`src/accr_regs.svh`:
```
`ifndef ACCR_REGS_SVH
`define ACCR_REGS_SVH

// Register offsets on the 8-bit configuration port
`define ACCR_OFS_REF_CFG_ADDR   8'h65
`define ACCR_AVG_ADDR           8'h68
`define ACCR_STATE_ADDR         8'h6a
`define ACCR_PIN_SETUP_ADDR     8'h6b
`define ACCR_SOFT_TRIG_ADDR     8'h6c
`define ACCR_IRQ_STATUS_ADDR    8'h90
`define ACCR_IRQ_MASK_ADDR      8'h91
`define ACCR_CONTROL_ADDR       8'h92

// Reset values
`define ACCR_OFS_REF_CFG_RST    8'h01
`define ACCR_AVG_RST            8'h61
`define ACCR_PIN_SETUP_RST      8'h00
`define ACCR_SOFT_TRIG_RST      8'h01
`define ACCR_IRQ_MASK_RST       3'h0
`define ACCR_CONTROL_RST        8'h05

// Field positions
`define ACCR_OFS_REF_SEL_BIT    2
`define ACCR_OFS_AVG_MSB        6
`define ACCR_OFS_AVG_LSB        4
`define ACCR_LIN_AVG_MSB        2
`define ACCR_LIN_AVG_LSB        0
`define ACCR_STAT_SEL_MSB       2
`define ACCR_STAT_SEL_LSB       1
`define ACCR_TRIG_SRC_BIT       0
`define ACCR_SOFT_TRIG_BIT      0
`define ACCR_CTRL_RUN_BIT       0
`define ACCR_CTRL_BG_BIT        1
`define ACCR_CTRL_FG_BIT        2

// Interrupt status bits
`define ACCR_IRQ_FG_BIT         0
`define ACCR_IRQ_HALT_BIT       1
`define ACCR_IRQ_ALARM_BIT      2

// Status output select codes
`define ACCR_SEL_FOREGROUND_COMPLETE_FLAG        2'h0
`define ACCR_SEL_HALTED         2'h1
`define ACCR_SEL_ALARM          2'h2

// Converter mid-code used as the zero-offset reference
`define ACCR_MID_CODE           12'h800

// Base calibration phase length in cycles, doubled per averaging code
`define ACCR_PHASE_BASE         12'h010

`endif

```
`src/accr_pkg.sv`:
```
package accr_pkg;

    typedef enum logic [4:0] {
        ACCR_ST_IDLE    = 5'h01,
        ACCR_ST_FG_RUN  = 5'h02,
        ACCR_ST_FG_END  = 5'h04,
        ACCR_ST_BG_RUN  = 5'h08,
        ACCR_ST_BG_HALT = 5'h10
    } accr_eng_state_t;

    typedef struct packed {
        accr_eng_state_t state;
        logic [11:0]     cnt;
        logic            foreground_complete_flag;
        logic            halted;
        logic [2:0]      code;
    } accr_eng_t;

    typedef struct packed {
        logic [7:0]  ofs_ref_cfg;
        logic [7:0]  avg_cfg;
        logic [7:0]  pin_setup;
        logic [7:0]  soft_trig;
        logic [7:0]  control;
        logic [2:0]  irq_status;
        logic [2:0]  irq_mask;
        logic [1:0]  trig_sync;
        logic [1:0]  alarm_sync;
        logic [2:0]  evt_prev;
        logic [7:0]  rd_data;
        logic        status_pin;
        logic        irq;
        logic        cal_trigger;
        logic [12:0] ofs_err;
    } accr_top_t;

endpackage

```
`src/accr_engine.sv`:
```
`timescale 1ns/1ns
`default_nettype none
`include "accr_regs.svh"

module accr_engine (
    input  wire logic       clk_i,        // Register clock
    input  wire logic       rst_n_i,      // Synchronous reset, active low
    input  wire logic       run_en_i,     // Calibration run enable
    input  wire logic       fg_en_i,      // Foreground calibration enable
    input  wire logic       bg_en_i,      // Background calibration enable
    input  wire logic       trig_i,       // Selected calibration trigger
    input  wire logic [2:0] lin_avg_i,    // Linearity averaging depth
    input  wire logic [2:0] ofs_avg_i,    // Offset averaging depth
    output logic            foreground_complete_flag_o,    // Foreground complete or skipped
    output logic            halted_o,     // Background halted
    output logic [2:0]      code_o        // Engine state code
);

    accr_pkg::accr_eng_t s_r;
    accr_pkg::accr_eng_t s_nxt;

    // Phase length grows with the averaging depth
    function automatic logic [11:0] phase_last(input logic [2:0] depth);
        phase_last = (`ACCR_PHASE_BASE << depth) - 12'h001;
    endfunction

    function automatic logic [2:0] state_code(input accr_pkg::accr_eng_state_t st);
        unique case (st)
            accr_pkg::ACCR_ST_IDLE:    state_code = 3'h0;
            accr_pkg::ACCR_ST_FG_RUN:  state_code = 3'h1;
            accr_pkg::ACCR_ST_FG_END:  state_code = 3'h2;
            accr_pkg::ACCR_ST_BG_RUN:  state_code = 3'h3;
            accr_pkg::ACCR_ST_BG_HALT: state_code = 3'h4;
            default:                   state_code = 3'h7;
        endcase
    endfunction

    always_comb begin
        s_nxt = s_r;
        s_nxt.cnt = s_r.cnt + 12'h001;
        unique case (s_r.state)
            accr_pkg::ACCR_ST_IDLE: begin
                s_nxt.cnt = 12'h000;
                if (fg_en_i) begin
                    s_nxt.state = accr_pkg::ACCR_ST_FG_RUN;
                end else begin
                    s_nxt.state = accr_pkg::ACCR_ST_FG_END;
                end
            end
            accr_pkg::ACCR_ST_FG_RUN: begin
                if (s_r.cnt == phase_last(lin_avg_i)) begin
                    s_nxt.state = accr_pkg::ACCR_ST_FG_END;
                end
            end
            accr_pkg::ACCR_ST_FG_END: begin
                s_nxt.cnt = 12'h000;
                s_nxt.foreground_complete_flag = 1'b1;
                s_nxt.halted = !bg_en_i;
                if (bg_en_i) begin
                    s_nxt.state = accr_pkg::ACCR_ST_BG_RUN;
                end
            end
            accr_pkg::ACCR_ST_BG_RUN: begin
                s_nxt.halted = 1'b0;
                if (!bg_en_i) begin
                    s_nxt.state = accr_pkg::ACCR_ST_FG_END;
                end else if (s_r.cnt == phase_last(ofs_avg_i)) begin
                    s_nxt.cnt = 12'h000;
                    // A low trigger stops the engine only at a phase boundary
                    if (!trig_i) begin
                        s_nxt.state = accr_pkg::ACCR_ST_BG_HALT;
                    end
                end
            end
            accr_pkg::ACCR_ST_BG_HALT: begin
                s_nxt.cnt = 12'h000;
                s_nxt.halted = 1'b1;
                if (!bg_en_i) begin
                    s_nxt.state = accr_pkg::ACCR_ST_FG_END;
                end else if (trig_i) begin
                    s_nxt.state = accr_pkg::ACCR_ST_BG_RUN;
                end
            end
            default: begin
                s_nxt.state = accr_pkg::ACCR_ST_IDLE;
            end
        endcase
        // Clearing run enable holds everything in reset
        if (!run_en_i) begin
            s_nxt.state = accr_pkg::ACCR_ST_IDLE;
            s_nxt.cnt = 12'h000;
            s_nxt.foreground_complete_flag = 1'b0;
            s_nxt.halted = 1'b0;
        end
        s_nxt.code = state_code(s_nxt.state);
    end

    always_ff @(posedge clk_i) begin
        if (!rst_n_i) begin
            s_r.state <= accr_pkg::ACCR_ST_IDLE;
            s_r.cnt <= 12'h000;
            s_r.foreground_complete_flag <= 1'b0;
            s_r.halted <= 1'b0;
            s_r.code <= 3'h0;
        end else begin
            s_r <= s_nxt;
        end
    end

    assign foreground_complete_flag_o = s_r.foreground_complete_flag;
    assign halted_o = s_r.halted;
    assign code_o = s_r.code;

endmodule

`default_nettype wire

```
`src/accr_top.sv`:
```
// Implementation choice: strobed register access.
`timescale 1ns/1ns
`default_nettype none
`include "accr_regs.svh"

module accr_top (
    input  wire logic        REF_CLK_I,               // Register clock, 50 MHz
    input  wire logic        RST_N_I,                 // Synchronous reset, active low
    input  wire logic [7:0]  ADDR_I,                  // Register address
    input  wire logic [7:0]  WR_DATA_I,               // Register write data
    input  wire logic        WR_STB_I,                // Write strobe
    input  wire logic        RD_STB_I,                // Read strobe
    output logic      [7:0]  RD_DATA_O,               // Read data, cycle after strobe
    input  wire logic        TRIGGER_INPUT_PIN_I,     // Hardware calibration trigger
    input  wire logic        ALARM_I,                 // Alarm flag from the device
    input  wire logic [11:0] CORE_SAMPLE_I,           // Primary core sample
    input  wire logic [11:0] SPARE_SAMPLE_I,          // Spare core sample
    output logic             STATUS_OUTPUT_PIN_O,     // Selected calibration status
    output logic             IRQ_O,                   // Level interrupt
    output logic             OFFSET_REFERENCE_SELECT_O, // Offset reference choice
    output logic      [2:0]  OFFSET_AVERAGE_DEPTH_O,  // Offset averaging depth
    output logic      [2:0]  LINEARITY_AVERAGE_DEPTH_O, // Linearity averaging depth
    output logic             BACKGROUND_ENABLE_O,     // Background calibration on
    output logic             CAL_RUN_O,               // Calibration run enable
    output logic             CAL_TRIGGER_O,           // Selected calibration trigger
    output logic      [12:0] OFFSET_ERROR_O           // Signed offset error to reference
);

    accr_pkg::accr_top_t s_r;
    accr_pkg::accr_top_t s_nxt;

    logic       eng_foreground_complete_flag;
    logic       eng_halted;
    logic [2:0] eng_code;

    // Hit test for a register write
    function automatic logic wr_hit(input logic       stb,
                                    input logic [7:0] addr,
                                    input logic [7:0] target);
        wr_hit = stb && (addr == target);
    endfunction

    // Widen an unsigned sample to a signed operand
    function automatic logic [12:0] widen(input logic [11:0] v);
        widen = {1'b0, v};
    endfunction

    accr_engine accr_engine_inst (
        .clk_i     (REF_CLK_I),
        .rst_n_i   (RST_N_I),
        .run_en_i  (s_r.control[`ACCR_CTRL_RUN_BIT]),
        .fg_en_i   (s_r.control[`ACCR_CTRL_FG_BIT]),
        .bg_en_i   (s_r.control[`ACCR_CTRL_BG_BIT]),
        .trig_i    (s_r.cal_trigger),
        .lin_avg_i (s_r.avg_cfg[`ACCR_LIN_AVG_MSB:`ACCR_LIN_AVG_LSB]),
        .ofs_avg_i (s_r.avg_cfg[`ACCR_OFS_AVG_MSB:`ACCR_OFS_AVG_LSB]),
        .foreground_complete_flag_o (eng_foreground_complete_flag),
        .halted_o  (eng_halted),
        .code_o    (eng_code)
    );

    always_comb begin
        logic [2:0]  events;
        logic [2:0]  evt_now;
        logic [7:0]  rd_mux;
        logic [11:0] ref_sample;
        logic        alarm_lvl;
        events = 3'h0;
        evt_now = 3'h0;
        rd_mux = 8'h00;
        ref_sample = 12'h000;
        alarm_lvl = 1'b0;

        s_nxt = s_r;

        // Pins from outside the clock domain: two stages before use
        s_nxt.trig_sync = {s_r.trig_sync[0], TRIGGER_INPUT_PIN_I};
        s_nxt.alarm_sync = {s_r.alarm_sync[0], ALARM_I};
        alarm_lvl = s_r.alarm_sync[1];

        // Register writes; reserved bits are stored as written, except in the 3-bit interrupt mask
        if (wr_hit(WR_STB_I, ADDR_I, `ACCR_OFS_REF_CFG_ADDR)) begin
            s_nxt.ofs_ref_cfg = WR_DATA_I;
        end
        if (wr_hit(WR_STB_I, ADDR_I, `ACCR_AVG_ADDR)) begin
            s_nxt.avg_cfg = WR_DATA_I;
        end
        if (wr_hit(WR_STB_I, ADDR_I, `ACCR_PIN_SETUP_ADDR)) begin
            s_nxt.pin_setup = WR_DATA_I;
        end
        if (wr_hit(WR_STB_I, ADDR_I, `ACCR_SOFT_TRIG_ADDR)) begin
            s_nxt.soft_trig = WR_DATA_I;
        end
        if (wr_hit(WR_STB_I, ADDR_I, `ACCR_CONTROL_ADDR)) begin
            s_nxt.control = WR_DATA_I;
        end
        if (wr_hit(WR_STB_I, ADDR_I, `ACCR_IRQ_MASK_ADDR)) begin
            s_nxt.irq_mask = WR_DATA_I[2:0];
        end

        // Trigger source: software bit or synchronised pin
        if (s_r.pin_setup[`ACCR_TRIG_SRC_BIT]) begin
            s_nxt.cal_trigger = s_r.trig_sync[1];
        end else begin
            s_nxt.cal_trigger = s_r.soft_trig[`ACCR_SOFT_TRIG_BIT];
        end

        // Status pin routing
        unique case (s_r.pin_setup[`ACCR_STAT_SEL_MSB:`ACCR_STAT_SEL_LSB])
            `ACCR_SEL_FOREGROUND_COMPLETE_FLAG: s_nxt.status_pin = eng_foreground_complete_flag;
            `ACCR_SEL_HALTED:  s_nxt.status_pin = eng_halted;
            `ACCR_SEL_ALARM:   s_nxt.status_pin = alarm_lvl;
            default:           s_nxt.status_pin = 1'b0;
        endcase

        // Offset reference: mid-code or the spare core's sample.
        // The spare choice is meaningful only with background running.
        if (s_r.ofs_ref_cfg[`ACCR_OFS_REF_SEL_BIT]) begin
            ref_sample = SPARE_SAMPLE_I;
        end else begin
            ref_sample = `ACCR_MID_CODE;
        end
        s_nxt.ofs_err = widen(CORE_SAMPLE_I) - widen(ref_sample);

        // Rising edges of the flags become interrupt events
        evt_now[`ACCR_IRQ_FG_BIT] = eng_foreground_complete_flag;
        evt_now[`ACCR_IRQ_HALT_BIT] = eng_halted;
        evt_now[`ACCR_IRQ_ALARM_BIT] = alarm_lvl;
        events = evt_now & ~s_r.evt_prev;
        s_nxt.evt_prev = evt_now;

        // Write one to clear; a same-cycle event still sets the bit
        if (wr_hit(WR_STB_I, ADDR_I, `ACCR_IRQ_STATUS_ADDR)) begin
            s_nxt.irq_status = (s_r.irq_status & ~WR_DATA_I[2:0]) | events;
        end else begin
            s_nxt.irq_status = s_r.irq_status | events;
        end
        s_nxt.irq = |(s_nxt.irq_status & s_nxt.irq_mask);

        // Read multiplexer; reading status changes nothing
        unique case (ADDR_I)
            `ACCR_OFS_REF_CFG_ADDR: rd_mux = s_r.ofs_ref_cfg;
            `ACCR_AVG_ADDR:         rd_mux = s_r.avg_cfg;
            `ACCR_STATE_ADDR:       rd_mux = {3'h0, eng_code, eng_halted, eng_foreground_complete_flag};
            `ACCR_PIN_SETUP_ADDR:   rd_mux = s_r.pin_setup;
            `ACCR_SOFT_TRIG_ADDR:   rd_mux = s_r.soft_trig;
            `ACCR_IRQ_STATUS_ADDR:  rd_mux = {5'h00, s_r.irq_status};
            `ACCR_IRQ_MASK_ADDR:    rd_mux = {5'h00, s_r.irq_mask};
            `ACCR_CONTROL_ADDR:     rd_mux = s_r.control;
            default:                rd_mux = 8'h00;
        endcase
        // Read data stands only in the cycle after the strobe
        s_nxt.rd_data = RD_STB_I ? rd_mux : 8'h00;
    end

    always_ff @(posedge REF_CLK_I) begin
        if (!RST_N_I) begin
            s_r.ofs_ref_cfg <= `ACCR_OFS_REF_CFG_RST;
            s_r.avg_cfg <= `ACCR_AVG_RST;
            s_r.pin_setup <= `ACCR_PIN_SETUP_RST;
            s_r.soft_trig <= `ACCR_SOFT_TRIG_RST;
            s_r.control <= `ACCR_CONTROL_RST;
            s_r.irq_status <= 3'h0;
            s_r.irq_mask <= `ACCR_IRQ_MASK_RST;
            s_r.trig_sync <= 2'h0;
            s_r.alarm_sync <= 2'h0;
            s_r.evt_prev <= 3'h0;
            s_r.rd_data <= 8'h00;
            s_r.status_pin <= 1'b0;
            s_r.irq <= 1'b0;
            s_r.cal_trigger <= 1'b0;
            s_r.ofs_err <= 13'h0000;
        end else begin
            s_r <= s_nxt;
        end
    end

    assign RD_DATA_O = s_r.rd_data;
    assign STATUS_OUTPUT_PIN_O = s_r.status_pin;
    assign IRQ_O = s_r.irq;
    assign OFFSET_REFERENCE_SELECT_O = s_r.ofs_ref_cfg[`ACCR_OFS_REF_SEL_BIT];
    assign OFFSET_AVERAGE_DEPTH_O = s_r.avg_cfg[`ACCR_OFS_AVG_MSB:`ACCR_OFS_AVG_LSB];
    assign LINEARITY_AVERAGE_DEPTH_O = s_r.avg_cfg[`ACCR_LIN_AVG_MSB:`ACCR_LIN_AVG_LSB];
    assign BACKGROUND_ENABLE_O = s_r.control[`ACCR_CTRL_BG_BIT];
    assign CAL_RUN_O = s_r.control[`ACCR_CTRL_RUN_BIT];
    assign CAL_TRIGGER_O = s_r.cal_trigger;
    assign OFFSET_ERROR_O = s_r.ofs_err;

endmodule

`default_nettype wire

```
`config.mk`:
```
export PLATFORM = sky130hd
export DESIGN_NAME = accr_top
export DESIGN_NICKNAME = d
export VERILOG_FILES = /design/src/accr_pkg.sv /design/src/accr_engine.sv /design/src/accr_top.sv
export VERILOG_INCLUDE_DIRS = /design/src /design/src/src
export SDC_FILE = /design/constraint.sdc
export NUM_CORES = 1
export LEC_CHECK = 0
export BUFFER_PORTS_ARGS = -buffer_cell sky130_fd_sc_hd__buf_2
export CORE_MARGIN = 2
export CORE_UTILIZATION = 35
export DETAILED_ROUTE_END_ITERATION = 10
export GPL_TIMING_DRIVEN = 0
export SYNTH_ARGS = -nofsm -noshare
export SYNTH_HDL_FRONTEND = slang
export SYNTH_SLANG_ARGS = --single-unit
```
`constraint.sdc`:
```
create_clock -name REF_CLK_I -period 3 [get_ports REF_CLK_I]
set_clock_uncertainty 0.05 [all_clocks]
set_input_delay 0 -clock REF_CLK_I [delete_from_list [all_inputs] [get_ports REF_CLK_I]]
set_output_delay 0 -clock REF_CLK_I [all_outputs]
set_load 0.01 [all_outputs]
```
==> run_results.csv, run 1 <==
group,metric,value,unit
worst_setup_path,worst_path_max_fanout,10,
synthesis,synth_ff_type,"dfxtp_1",
route,routed_length_per_placed_instance,15.1,um
route,first_iter_violations,288,
worst_setup_path,worst-endpoint-required,3200,ps
cells_and_area,drive_gt1_frac,0.213,
synthesis,synth-edff-count,0,
route,drc,0,
route,route.vias.total,4751,
clock_tree,clock_tree.htree_level_count,3,
cells_and_area,post_route_standard_cell_area_excluding_fillers,0.00631,mm2
synthesis,synth_nets,688,
global_routing,antenna_found_initial,0,
min_path,hold-path-cell-count,3,
synthesis,ys_seq_area_frac,0.378,
global_routing,global_route_wire_length_before_repair,22.3,mm
route,final_wl,13.8,mm
global_routing,grt_pass1_vias,4521,
sta,slew_violations,0,
sta,rsz0062_at_grt,"false",
cells_and_area,multi_input_area,0.00282,mm2
floorplanning,floorplan.rows,44,
sta,finalSetupViolCount,0,
clock_tree,root_buffer,"clkbuf_16",
synthesis,netlist-cell-type-count,63,
cells_and_area,area.sequential,0.00198,mm2
route,final_antenna_net_count,0,
clock_tree,clock_latency,350,ps
min_path,hold_path_class,"primary input to register",
floorplanning,die_footprint,0.0160,mm2
synthesis,yosysWarningCount,0,
floorplanning,io_pins,79,
outcome,run_status,"finished, final reports clean",
worst_setup_path,crit_path_start_kind,"register",
floorplanning,core_area,0.0146,mm2
clock_tree,cts_buffers,9,
power_and_ir_drop,total_power,2.95,mW
cells_and_area,layout.cells.most_common,"dfxtp_1",
clock_tree,clock_sink_total,99,
cells_and_area,fin_cells,915,
power_and_ir_drop,cellLeakagePower,2.53,nW
synthesis,postSynthCellCount,627,
power_and_ir_drop,power.density_cell_area,468,mW/mm2
clock_tree,worst_setup_hold_path_clk_slew,70,ps
floorplanning,initial_core_util,0.360,
worst_setup_path,r2r_cells,11,
global_routing,grt_use_total,0.175,
global_routing,grt_max_degree,15,
placed_design,pre_cts_slack,254,ps
sta,fin_ws,434,ps
cells_and_area,area_growth,20.3,%
sta,fin_hold_ws,19.1,ps
run,cap_viol_max_count,0,
cells_and_area,layout.filler_cells,1462,
synthesis,syn_area,0.00525,mm2
route,route.detailed.vias_per_inst,5.19,
placed_design,buffers_on_ports,77,
placed_design,dp_hpwl,10.3,mm
worst_setup_path,worst_setup_path_category,"register to register",
synthesis,postSynthAreaPerCell,8.37,um2
cells_and_area,finish.utilization,0.433,
synthesis,synth.ff_latch_count,99,
sta,max_slew_margin,0.384,
power_and_ir_drop,peakVddDrop,0.000302,V
worst_setup_path,arrival_time_at_the_worst_endpoint,2760,ps
sta,highest_achievable_clock_rate,0.390,GHz
cells_and_area,layout.cells.most_common_list,"99 x dfxtp_1, 90 x buf_2, 86 x nand2_1, 53 x nand3_1",
cells_and_area,final_net_count,789,
synthesis,async_reset_ff_frac,0,
sta,final_period_minus_worst_setup_slack,2570,ps
cells_and_area,insertedDiodeCount,0,
global_routing,globalRouteOverflowTotal,0,
sta,hold_viol_final,0,
placed_design,detailed_place.area,0.00586,mm2
worst_setup_path,crit_path_end_kind,"register",
clock_tree,cts_tree,"yes",
placed_design,place.gp.congestion,0.882,
floorplanning,die_x,126,um
route,firstDrtPassIters,5,
floorplanning,die-height,126,um
sta,tightest_slew,923,ps
clock_tree,clockBufferDepth,2,
sta,finalCritPeriodShare,0.855,
placed_design,place.detailed.instances,888,
sta,total_negative_setup_slack,0,ps
clock_tree,post-cts-setup-buffers,0,
## power breakdown
group          internal, mW  total (mW)  switching, mW
Sequential             1.35        1.37         0.0179
Combinational         0.150       0.330          0.180
Clock                 0.767        1.26          0.488
Total                  2.27        2.95          0.686
## layout make-up
cell class	instances	share of cell area
plain buffers	66	0.0623
clock buffers	12	0.0407
clock inverters	2	0.00952
inverters	13	0.00773
multi-input cells	449	0.448
flip-flops and latches	99	0.314
well taps	184	0.0365
repair buffers	90	0.0817
## cell families after synthesis
logic type | count (synthesis) | share of synthesized area
flip-flops | 99 | 0.378
AND/OR/NAND/NOR | 268 | 0.265
AO/OA/AOI/OAI | 136 | 0.184
multiplexers | 9 | 0.0172
XOR/XNOR | 21 | 0.0351
buffers and inverters | 79 | 0.0839
adder cells (fa/ha/maj) | 15 | 0.0372
## sequential cells by signal (all words and copies together), names as in the netlist
name / flops
s_r: 41
accr_engine_inst.foreground_complete_flag_o: 1
OFFSET_ERROR_O: 13
OFFSET_AVERAGE_DEPTH_O: 3
STATUS_OUTPUT_PIN_O: 1
s_nxt: 3
IRQ_O: 1
BACKGROUND_ENABLE_O: 1
accr_engine_inst.halted_o: 1
LINEARITY_AVERAGE_DEPTH_O: 3
CAL_TRIGGER_O: 1
OFFSET_REFERENCE_SELECT_O: 1
CAL_RUN_O: 1
RD_DATA_O: 8
accr_engine_inst.s_r: 17
accr_engine_inst.code_o: 3
## cells in the mapped netlist (all sizes together) (13+ instances only)
cell | count | area share
a21boi | 34 | 0.049
a21oi | 26 | 0.025
and2 | 19 | 0.023
buf | 45 | 0.060
clkbuf | 21 | 0.015
dfxtp | 99 | 0.38
ha | 14 | 0.033
inv | 13 | 0.0093
nand2 | 86 | 0.062
nand3 | 53 | 0.051
nor2 | 35 | 0.031
nor2b | 20 | 0.024
o21ai | 17 | 0.016
xnor2 | 15 | 0.025
## worst max-delay path, stage by stage, from the launching register on
cell,delay (ps)
dfxtp_1,380
clkbuf_2,220
nand2_1,120
inv_1,60
fa_1,400
nor2b_1,170
o21ai_0,140
a21oi_1,260
o22ai_1,170
o21ai_1,250
xor2_1,90
and2_1,160
## final timing paths
kind | slack (ps) | endpoint | startpoint
worst max-delay path | 430 | OFFSET_ERROR_O[10] | OFFSET_REFERENCE_SELECT_O
worst min-delay path | 20 | accr_engine_inst.foreground_complete_flag_o | RST_N_I
worst max register to register | 430 | OFFSET_ERROR_O[10] | OFFSET_REFERENCE_SELECT_O
worst min register to register | 390 | s_r[30] | s_nxt[30]
## layer usage
| metal | global-route usage | wire (um) | vias up | part of all wire |
|---|---|---|---|---|
| met1 | 0.233 | 6430 | 2222 | 0.46 |
| met3 | 0.0363 | 916 | 20 | 0.066 |
| met4 | 0.0730 | 304 | 0 | 0.022 |
| li1 | - | - | 2356 | - |
| met2 | 0.275 | 6180 | 153 | 0.45 |
| met5 | 0 | 0 | - | 0 |
## what timing repair did
item | 4_1_cts | 5_1_grt
hold buffers | 13 | 0
endpoints found under the setup margin | 0 | 1
hold endpoints to repair | 44 | 0
gates resized for setup | 0 | 2
No activity file was read; power rests on OpenSTA's default activity.
==> run 2: changes to the inputs <==
==> constraint.sdc (replaced) <==
create_clock -name REF_CLK_I -period 3 [get_ports REF_CLK_I]
set_clock_uncertainty 0.05 [all_clocks]
set_input_delay 0.15 -clock REF_CLK_I [delete_from_list [all_inputs] [get_ports REF_CLK_I]]
set_output_delay 0.15 -clock REF_CLK_I [all_outputs]
set_load 0.01 [all_outputs]
==> run_results.csv, run 2 (same netlist as run 1, synthesis figures left out) <==
group,metric,value,unit
clock_tree,clockBufferDepth,2,
global_routing,global_route_wire_length_before_repair,22.2,mm
global_routing,antenna_found_initial,0,
sta,hold_viol_final,0,
sta,total_negative_setup_slack,0,ps
sta,final_period_minus_worst_setup_slack,2590,ps
worst_setup_path,worst_path_max_fanout,8,
worst_setup_path,arrival_time_at_the_worst_endpoint,2810,ps
floorplanning,die-height,126,um
power_and_ir_drop,cellLeakagePower,2.48,nW
route,final_wl,13.7,mm
floorplanning,io_pins,79,
worst_setup_path,worst-endpoint-required,3220,ps
sta,slew_violations,0,
worst_setup_path,crit_path_start_kind,"register",
cells_and_area,post_route_standard_cell_area_excluding_fillers,0.00620,mm2
power_and_ir_drop,peakVddDrop,0.000302,V
run,cap_viol_max_count,0,
sta,finalCritPeriodShare,0.864,
outcome,run_status,"finished, final reports clean",
clock_tree,cts_buffers,9,
floorplanning,floorplan.rows,44,
route,first_iter_violations,287,
worst_setup_path,crit_path_end_kind,"register",
floorplanning,die_x,126,um
route,final_antenna_net_count,0,
cells_and_area,fin_cells,904,
sta,finalSetupViolCount,0,
placed_design,dp_hpwl,10.3,mm
sta,rsz0062_at_grt,"false",
clock_tree,cts_tree,"yes",
clock_tree,worst_setup_hold_path_clk_slew,60,ps
clock_tree,post-cts-setup-buffers,0,
power_and_ir_drop,power.density_cell_area,475,mW/mm2
global_routing,grt_pass1_vias,4482,
clock_tree,root_buffer,"clkbuf_16",
clock_tree,clock_tree.htree_level_count,3,
sta,max_slew_margin,0.379,
cells_and_area,final_net_count,778,
route,route.vias.total,4720,
sta,highest_achievable_clock_rate,0.386,GHz
global_routing,grt_use_total,0.174,
cells_and_area,insertedDiodeCount,0,
worst_setup_path,worst_setup_path_category,"register to register",
floorplanning,core_area,0.0146,mm2
placed_design,detailed_place.area,0.00586,mm2
cells_and_area,top_register,"s_r",
clock_tree,clock_latency,350,ps
placed_design,place.gp.congestion,0.882,
placed_design,place.detailed.instances,888,
cells_and_area,layout.cells.most_common,"dfxtp_1",
route,routed_length_per_placed_instance,15.2,um
route,drc,0,
floorplanning,die_footprint,0.0160,mm2
cells_and_area,drive_gt1_frac,0.217,
sta,fin_hold_ws,39.7,ps
cells_and_area,largest_reg_flops,41,
global_routing,grt_max_degree,15,
route,firstDrtPassIters,5,
route,route.detailed.vias_per_inst,5.22,
sta,tightest_slew,931,ps
global_routing,globalRouteOverflowTotal,0,
min_path,hold_path_class,"primary input to register",
placed_design,buffers_on_ports,77,
power_and_ir_drop,total_power,2.94,mW
cells_and_area,layout.cells.most_common_list,"99 x dfxtp_1, 90 x buf_2, 86 x nand2_1, 53 x nand3_1",
clock_tree,clock_sink_total,99,
cells_and_area,area_growth,18.2,%
floorplanning,initial_core_util,0.360,
[run 2: critical path: stages, from the launching register on]
cell,delay [ps]
dfxtp_1,340
clkbuf_1,370
inv_1,150
nand2_1,90
ha_1,250
xnor2_1,190
a21oi_1,110
a21oi_1,160
nand4_1,160
o31ai_1,390
nor3b_1,260
[run 2: cell type report]
class / count / area [um2]
plain buffers: 66 / 393
clock buffers: 12 / 256
clock inverters: 2 / 60.1
fillers: 1466 / 8390
inverters: 13 / 48.8
multi-input cells: 449 / 2820
flip-flops and latches: 99 / 1980
well taps: 184 / 230
repair buffers: 79 / 405
[run 2: metrics by stage]
step / setup WS [ps] / util
6_report: 407 / 0.425
5_1_grt: 136 / 0.425
4_1_cts: 230 / 0.425
3_5_place_dp: 254 / 0.402
3_3_place_gp: 289 / 0.402
2_1_floorplan: 653 / -
[run 2: power by group]
group,internal [mW],switching [mW]
Clock,0.767,0.490
Combinational,0.141,0.178
Sequential,1.35,0.0176
[run 2: timing repair]
action,4_1_cts,5_1_grt
endpoints found under the setup margin,0,1
gates resized for setup,0,2
hold buffers,2,0
endpoints found under the hold margin,2,0
[run 2: metal layers]
layer  up-vias  wire length, um  global-route usage
met2       147             6180               0.272
li1       2338                -                   -
met1      2217             6390               0.232
met4         0              266              0.0730
met5         -                0                   0
met3        18              904              0.0384
[run 2: worst paths after layout]
check	from	end	slack, ps	depth (start not counted)
max	LINEARITY_AVERAGE_DEPTH_O[0]	accr_engine_inst.code_o[1]	410	10
min	WR_DATA_I[7]	s_r[68]	40	3
max reg2reg	LINEARITY_AVERAGE_DEPTH_O[0]	accr_engine_inst.code_o[1]	410	10
min reg2reg	s_nxt[30]	s_r[30]	390	1
==> run 3: changes to the inputs <==
--- a/config.mk
+++ b/config.mk
@@ -8,9 +8,10 @@
 export LEC_CHECK = 0
 export BUFFER_PORTS_ARGS = -buffer_cell sky130_fd_sc_hd__buf_2
 export CORE_MARGIN = 2
-export CORE_UTILIZATION = 35
+export CORE_UTILIZATION = 30
 export DETAILED_ROUTE_END_ITERATION = 10
 export GPL_TIMING_DRIVEN = 0
+export SKIP_CTS_REPAIR_TIMING = 1
 export SYNTH_ARGS = -nofsm -noshare
 export SYNTH_HDL_FRONTEND = slang
 export SYNTH_SLANG_ARGS = --single-unit
==> run_results.csv, run 3 (same netlist as run 1, synthesis figures left out) <==
group,metric,value,unit
placed_design,buffers_on_ports,77,
worst_setup_path,critical_path.reg2reg.startpoint,"LINEARITY_AVERAGE_DEPTH_O[2]",
worst_setup_path,r2r_cells,11,
route,firstDrtPassIters,5,
sta,highest_achievable_clock_rate,0.377,GHz
floorplanning,io_pins,79,
worst_setup_path,crit_path_start_kind,"register",
floorplanning,floorplan.rows,48,
worst_setup_path,critical_path.startpoint,"LINEARITY_AVERAGE_DEPTH_O[2]",
worst_setup_path,worst_setup_path_category,"register to register",
placed_design,detailed_place.area,0.00591,mm2
power_and_ir_drop,power.density_cell_area,453,mW/mm2
global_routing,antenna_found_initial,0,
route,first_iter_violations,243,
worst_setup_path,max_stage_delay_cell_worst_path,"o31ai_1",
route,route.vias.total,4649,
clock_tree,clockBufferDepth,2,
floorplanning,die-height,136,um
global_routing,grt_use_total,0.154,
min_path,hold_path_class,"primary input to register",
floorplanning,die_x,136,um
cells_and_area,layout.filler_cells,1838,
clock_tree,clock_tree.htree_level_count,3,
worst_setup_path,arrival_time_at_the_worst_endpoint,2880,ps
sta,hold_viol_final,0,
floorplanning,core_area,0.0172,mm2
route,final_wl,13.8,mm
sta,fin_ws,345,ps
cells_and_area,multi_input_area,0.00282,mm2
worst_setup_path,worstSetupEndpoint,"accr_engine_inst.code_o[1]",
cells_and_area,layout.cells.most_common_list,"98 x dfxtp_1, 90 x buf_2, 86 x nand2_1, 53 x nand3_1",
worst_setup_path,cell_by_cell_trace_of_the_critical_path,"clkbuf_1 -> nor2_1 -> nand2_1 -> ha_1 -> xnor2_1 -> nor2_1 -> a21oi_1 -> a21oi_1 -> nand4_1 -> o31ai_1 -> nor3b_1",
power_and_ir_drop,cellLeakagePower,2.47,nW
cells_and_area,finish.utilization,0.362,
cells_and_area,drive_gt1_frac,0.218,
worst_setup_path,setup.reg_to_reg.worst_slack,340,ps
worst_setup_path,worst_path_max_fanout,8,
floorplanning,initial_core_util,0.305,
route,route.detailed.vias_per_inst,4.91,
cells_and_area,area_growth,18.5,%
outcome,run_status,"finished, final reports clean",
placed_design,place.gp.congestion,0.873,
route,final_antenna_net_count,0,
placed_design,dp_hpwl,10.2,mm
clock_tree,worst_setup_hold_path_clk_slew,70,ps
clock_tree,cts_buffers,9,
cells_and_area,top_register,"s_r",
global_routing,global_route_wire_length_before_repair,22.4,mm
cells_and_area,layout.cells.most_common,"dfxtp_1",
global_routing,grt_max_degree,15,
global_routing,grt_pass1_vias,4413,
worst_setup_path,r2r_end,"accr_engine_inst.code_o[1]",
sta,total_negative_setup_slack,0,ps
clock_tree,clock_sink_total,99,
clock_tree,root_buffer,"clkbuf_16",
placed_design,pre_cts_slack,48.9,ps
cells_and_area,final_net_count,778,
sta,fin_hold_ws,37.7,ps
sta,max_slew_margin,0.378,
sta,finalCritPeriodShare,0.885,
cells_and_area,area.sequential,0.00198,mm2
run,cap_viol_max_count,0,
sta,tightest_slew,931,ps
cells_and_area,post_route_standard_cell_area_excluding_fillers,0.00622,mm2
sta,slew_violations,0,
sta,finalSetupViolCount,0,
worst_setup_path,worst-endpoint-required,3220,ps
global_routing,globalRouteOverflowTotal,0,
cells_and_area,largest_reg_flops,41,
route,routed_length_per_placed_instance,14.6,um
sta,final_period_minus_worst_setup_slack,2660,ps
sta,rsz0062_at_grt,"false",
clock_tree,clock_latency,360,ps
power_and_ir_drop,peakVddDrop,0.000281,V
clock_tree,cts_tree,"yes",
worst_setup_path,slowest_delay,450,ps
worst_setup_path,crit_path_end_kind,"register",
route,drc,0,
floorplanning,die_footprint,0.0186,mm2
-- run 3: changes by cell type in the layout (fill, tap and decap cells not counted), sizes merged --
cell,change
bufinv,-2
diode,+1
clkinv,+1
clkbuf,+1
-- run 3: cell type report --
type / count / area share
multi-input combinational: 449 / 0.454
sequential: 99 / 0.319
timing repair buffer: 79 / 0.0652
buffer: 66 / 0.0632
tap: 225 / 0.0453
clock buffer: 13 / 0.0435
inverter: 13 / 0.00785
clock inverter: 1 / 0.00141
antenna: 1 / 0.000402
-- run 3: routing by layer --
layer | up-vias | global-route usage | part of all wire
met5 | - | 0 | 0
met4 | 0 | 0.0799 | 0.031
li1 | 2337 | - | -
met2 | 138 | 0.234 | 0.43
met3 | 26 | 0.0309 | 0.058
met1 | 2148 | 0.207 | 0.48
-- run 3: worst min path at each step --
stage	slack [ps]	cells after the start	to	startpoint
2_1_floorplan	220	2	OFFSET_AVERAGE_DEPTH_O[1]	WR_DATA_I[5]
3_3_place_gp	310	2	s_nxt[30]	TRIGGER_INPUT_PIN_I
3_5_place_dp	310	2	s_nxt[28]	ALARM_I
4_1_cts	-60	2	s_nxt[28]	ALARM_I
5_1_grt	60	3	s_r[68]	WR_DATA_I[7]
6_report	40	3	s_r[68]	WR_DATA_I[7]
-- run 3: critical path, delay by kind of cell, from the launching register on --
kind	cells	cell delay, ps
AOI/OAI and AO/OA	3	660
xor gates and xnor gates	1	140
adders and majority gates	1	260
buffers and inverters	1	380
DFF	1	360
and+or+nand+nor	5	740
-- run 3: report_power, final --
group / internal (mW) / switching (mW)
Combinational: 0.141 / 0.180
Clock: 0.624 / 0.501
Sequential: 1.35 / 0.0183
Total: 2.11 / 0.699
-- run 3: per-stage QoR --
stage | power [mW] | cells
after floorplan | 1.60 | 627
after global placement | 1.71 | 929
after detailed placement | 1.72 | 929
after CTS | 2.84 | 943
after global routing | 2.92 | 945
final | 2.81 | 946
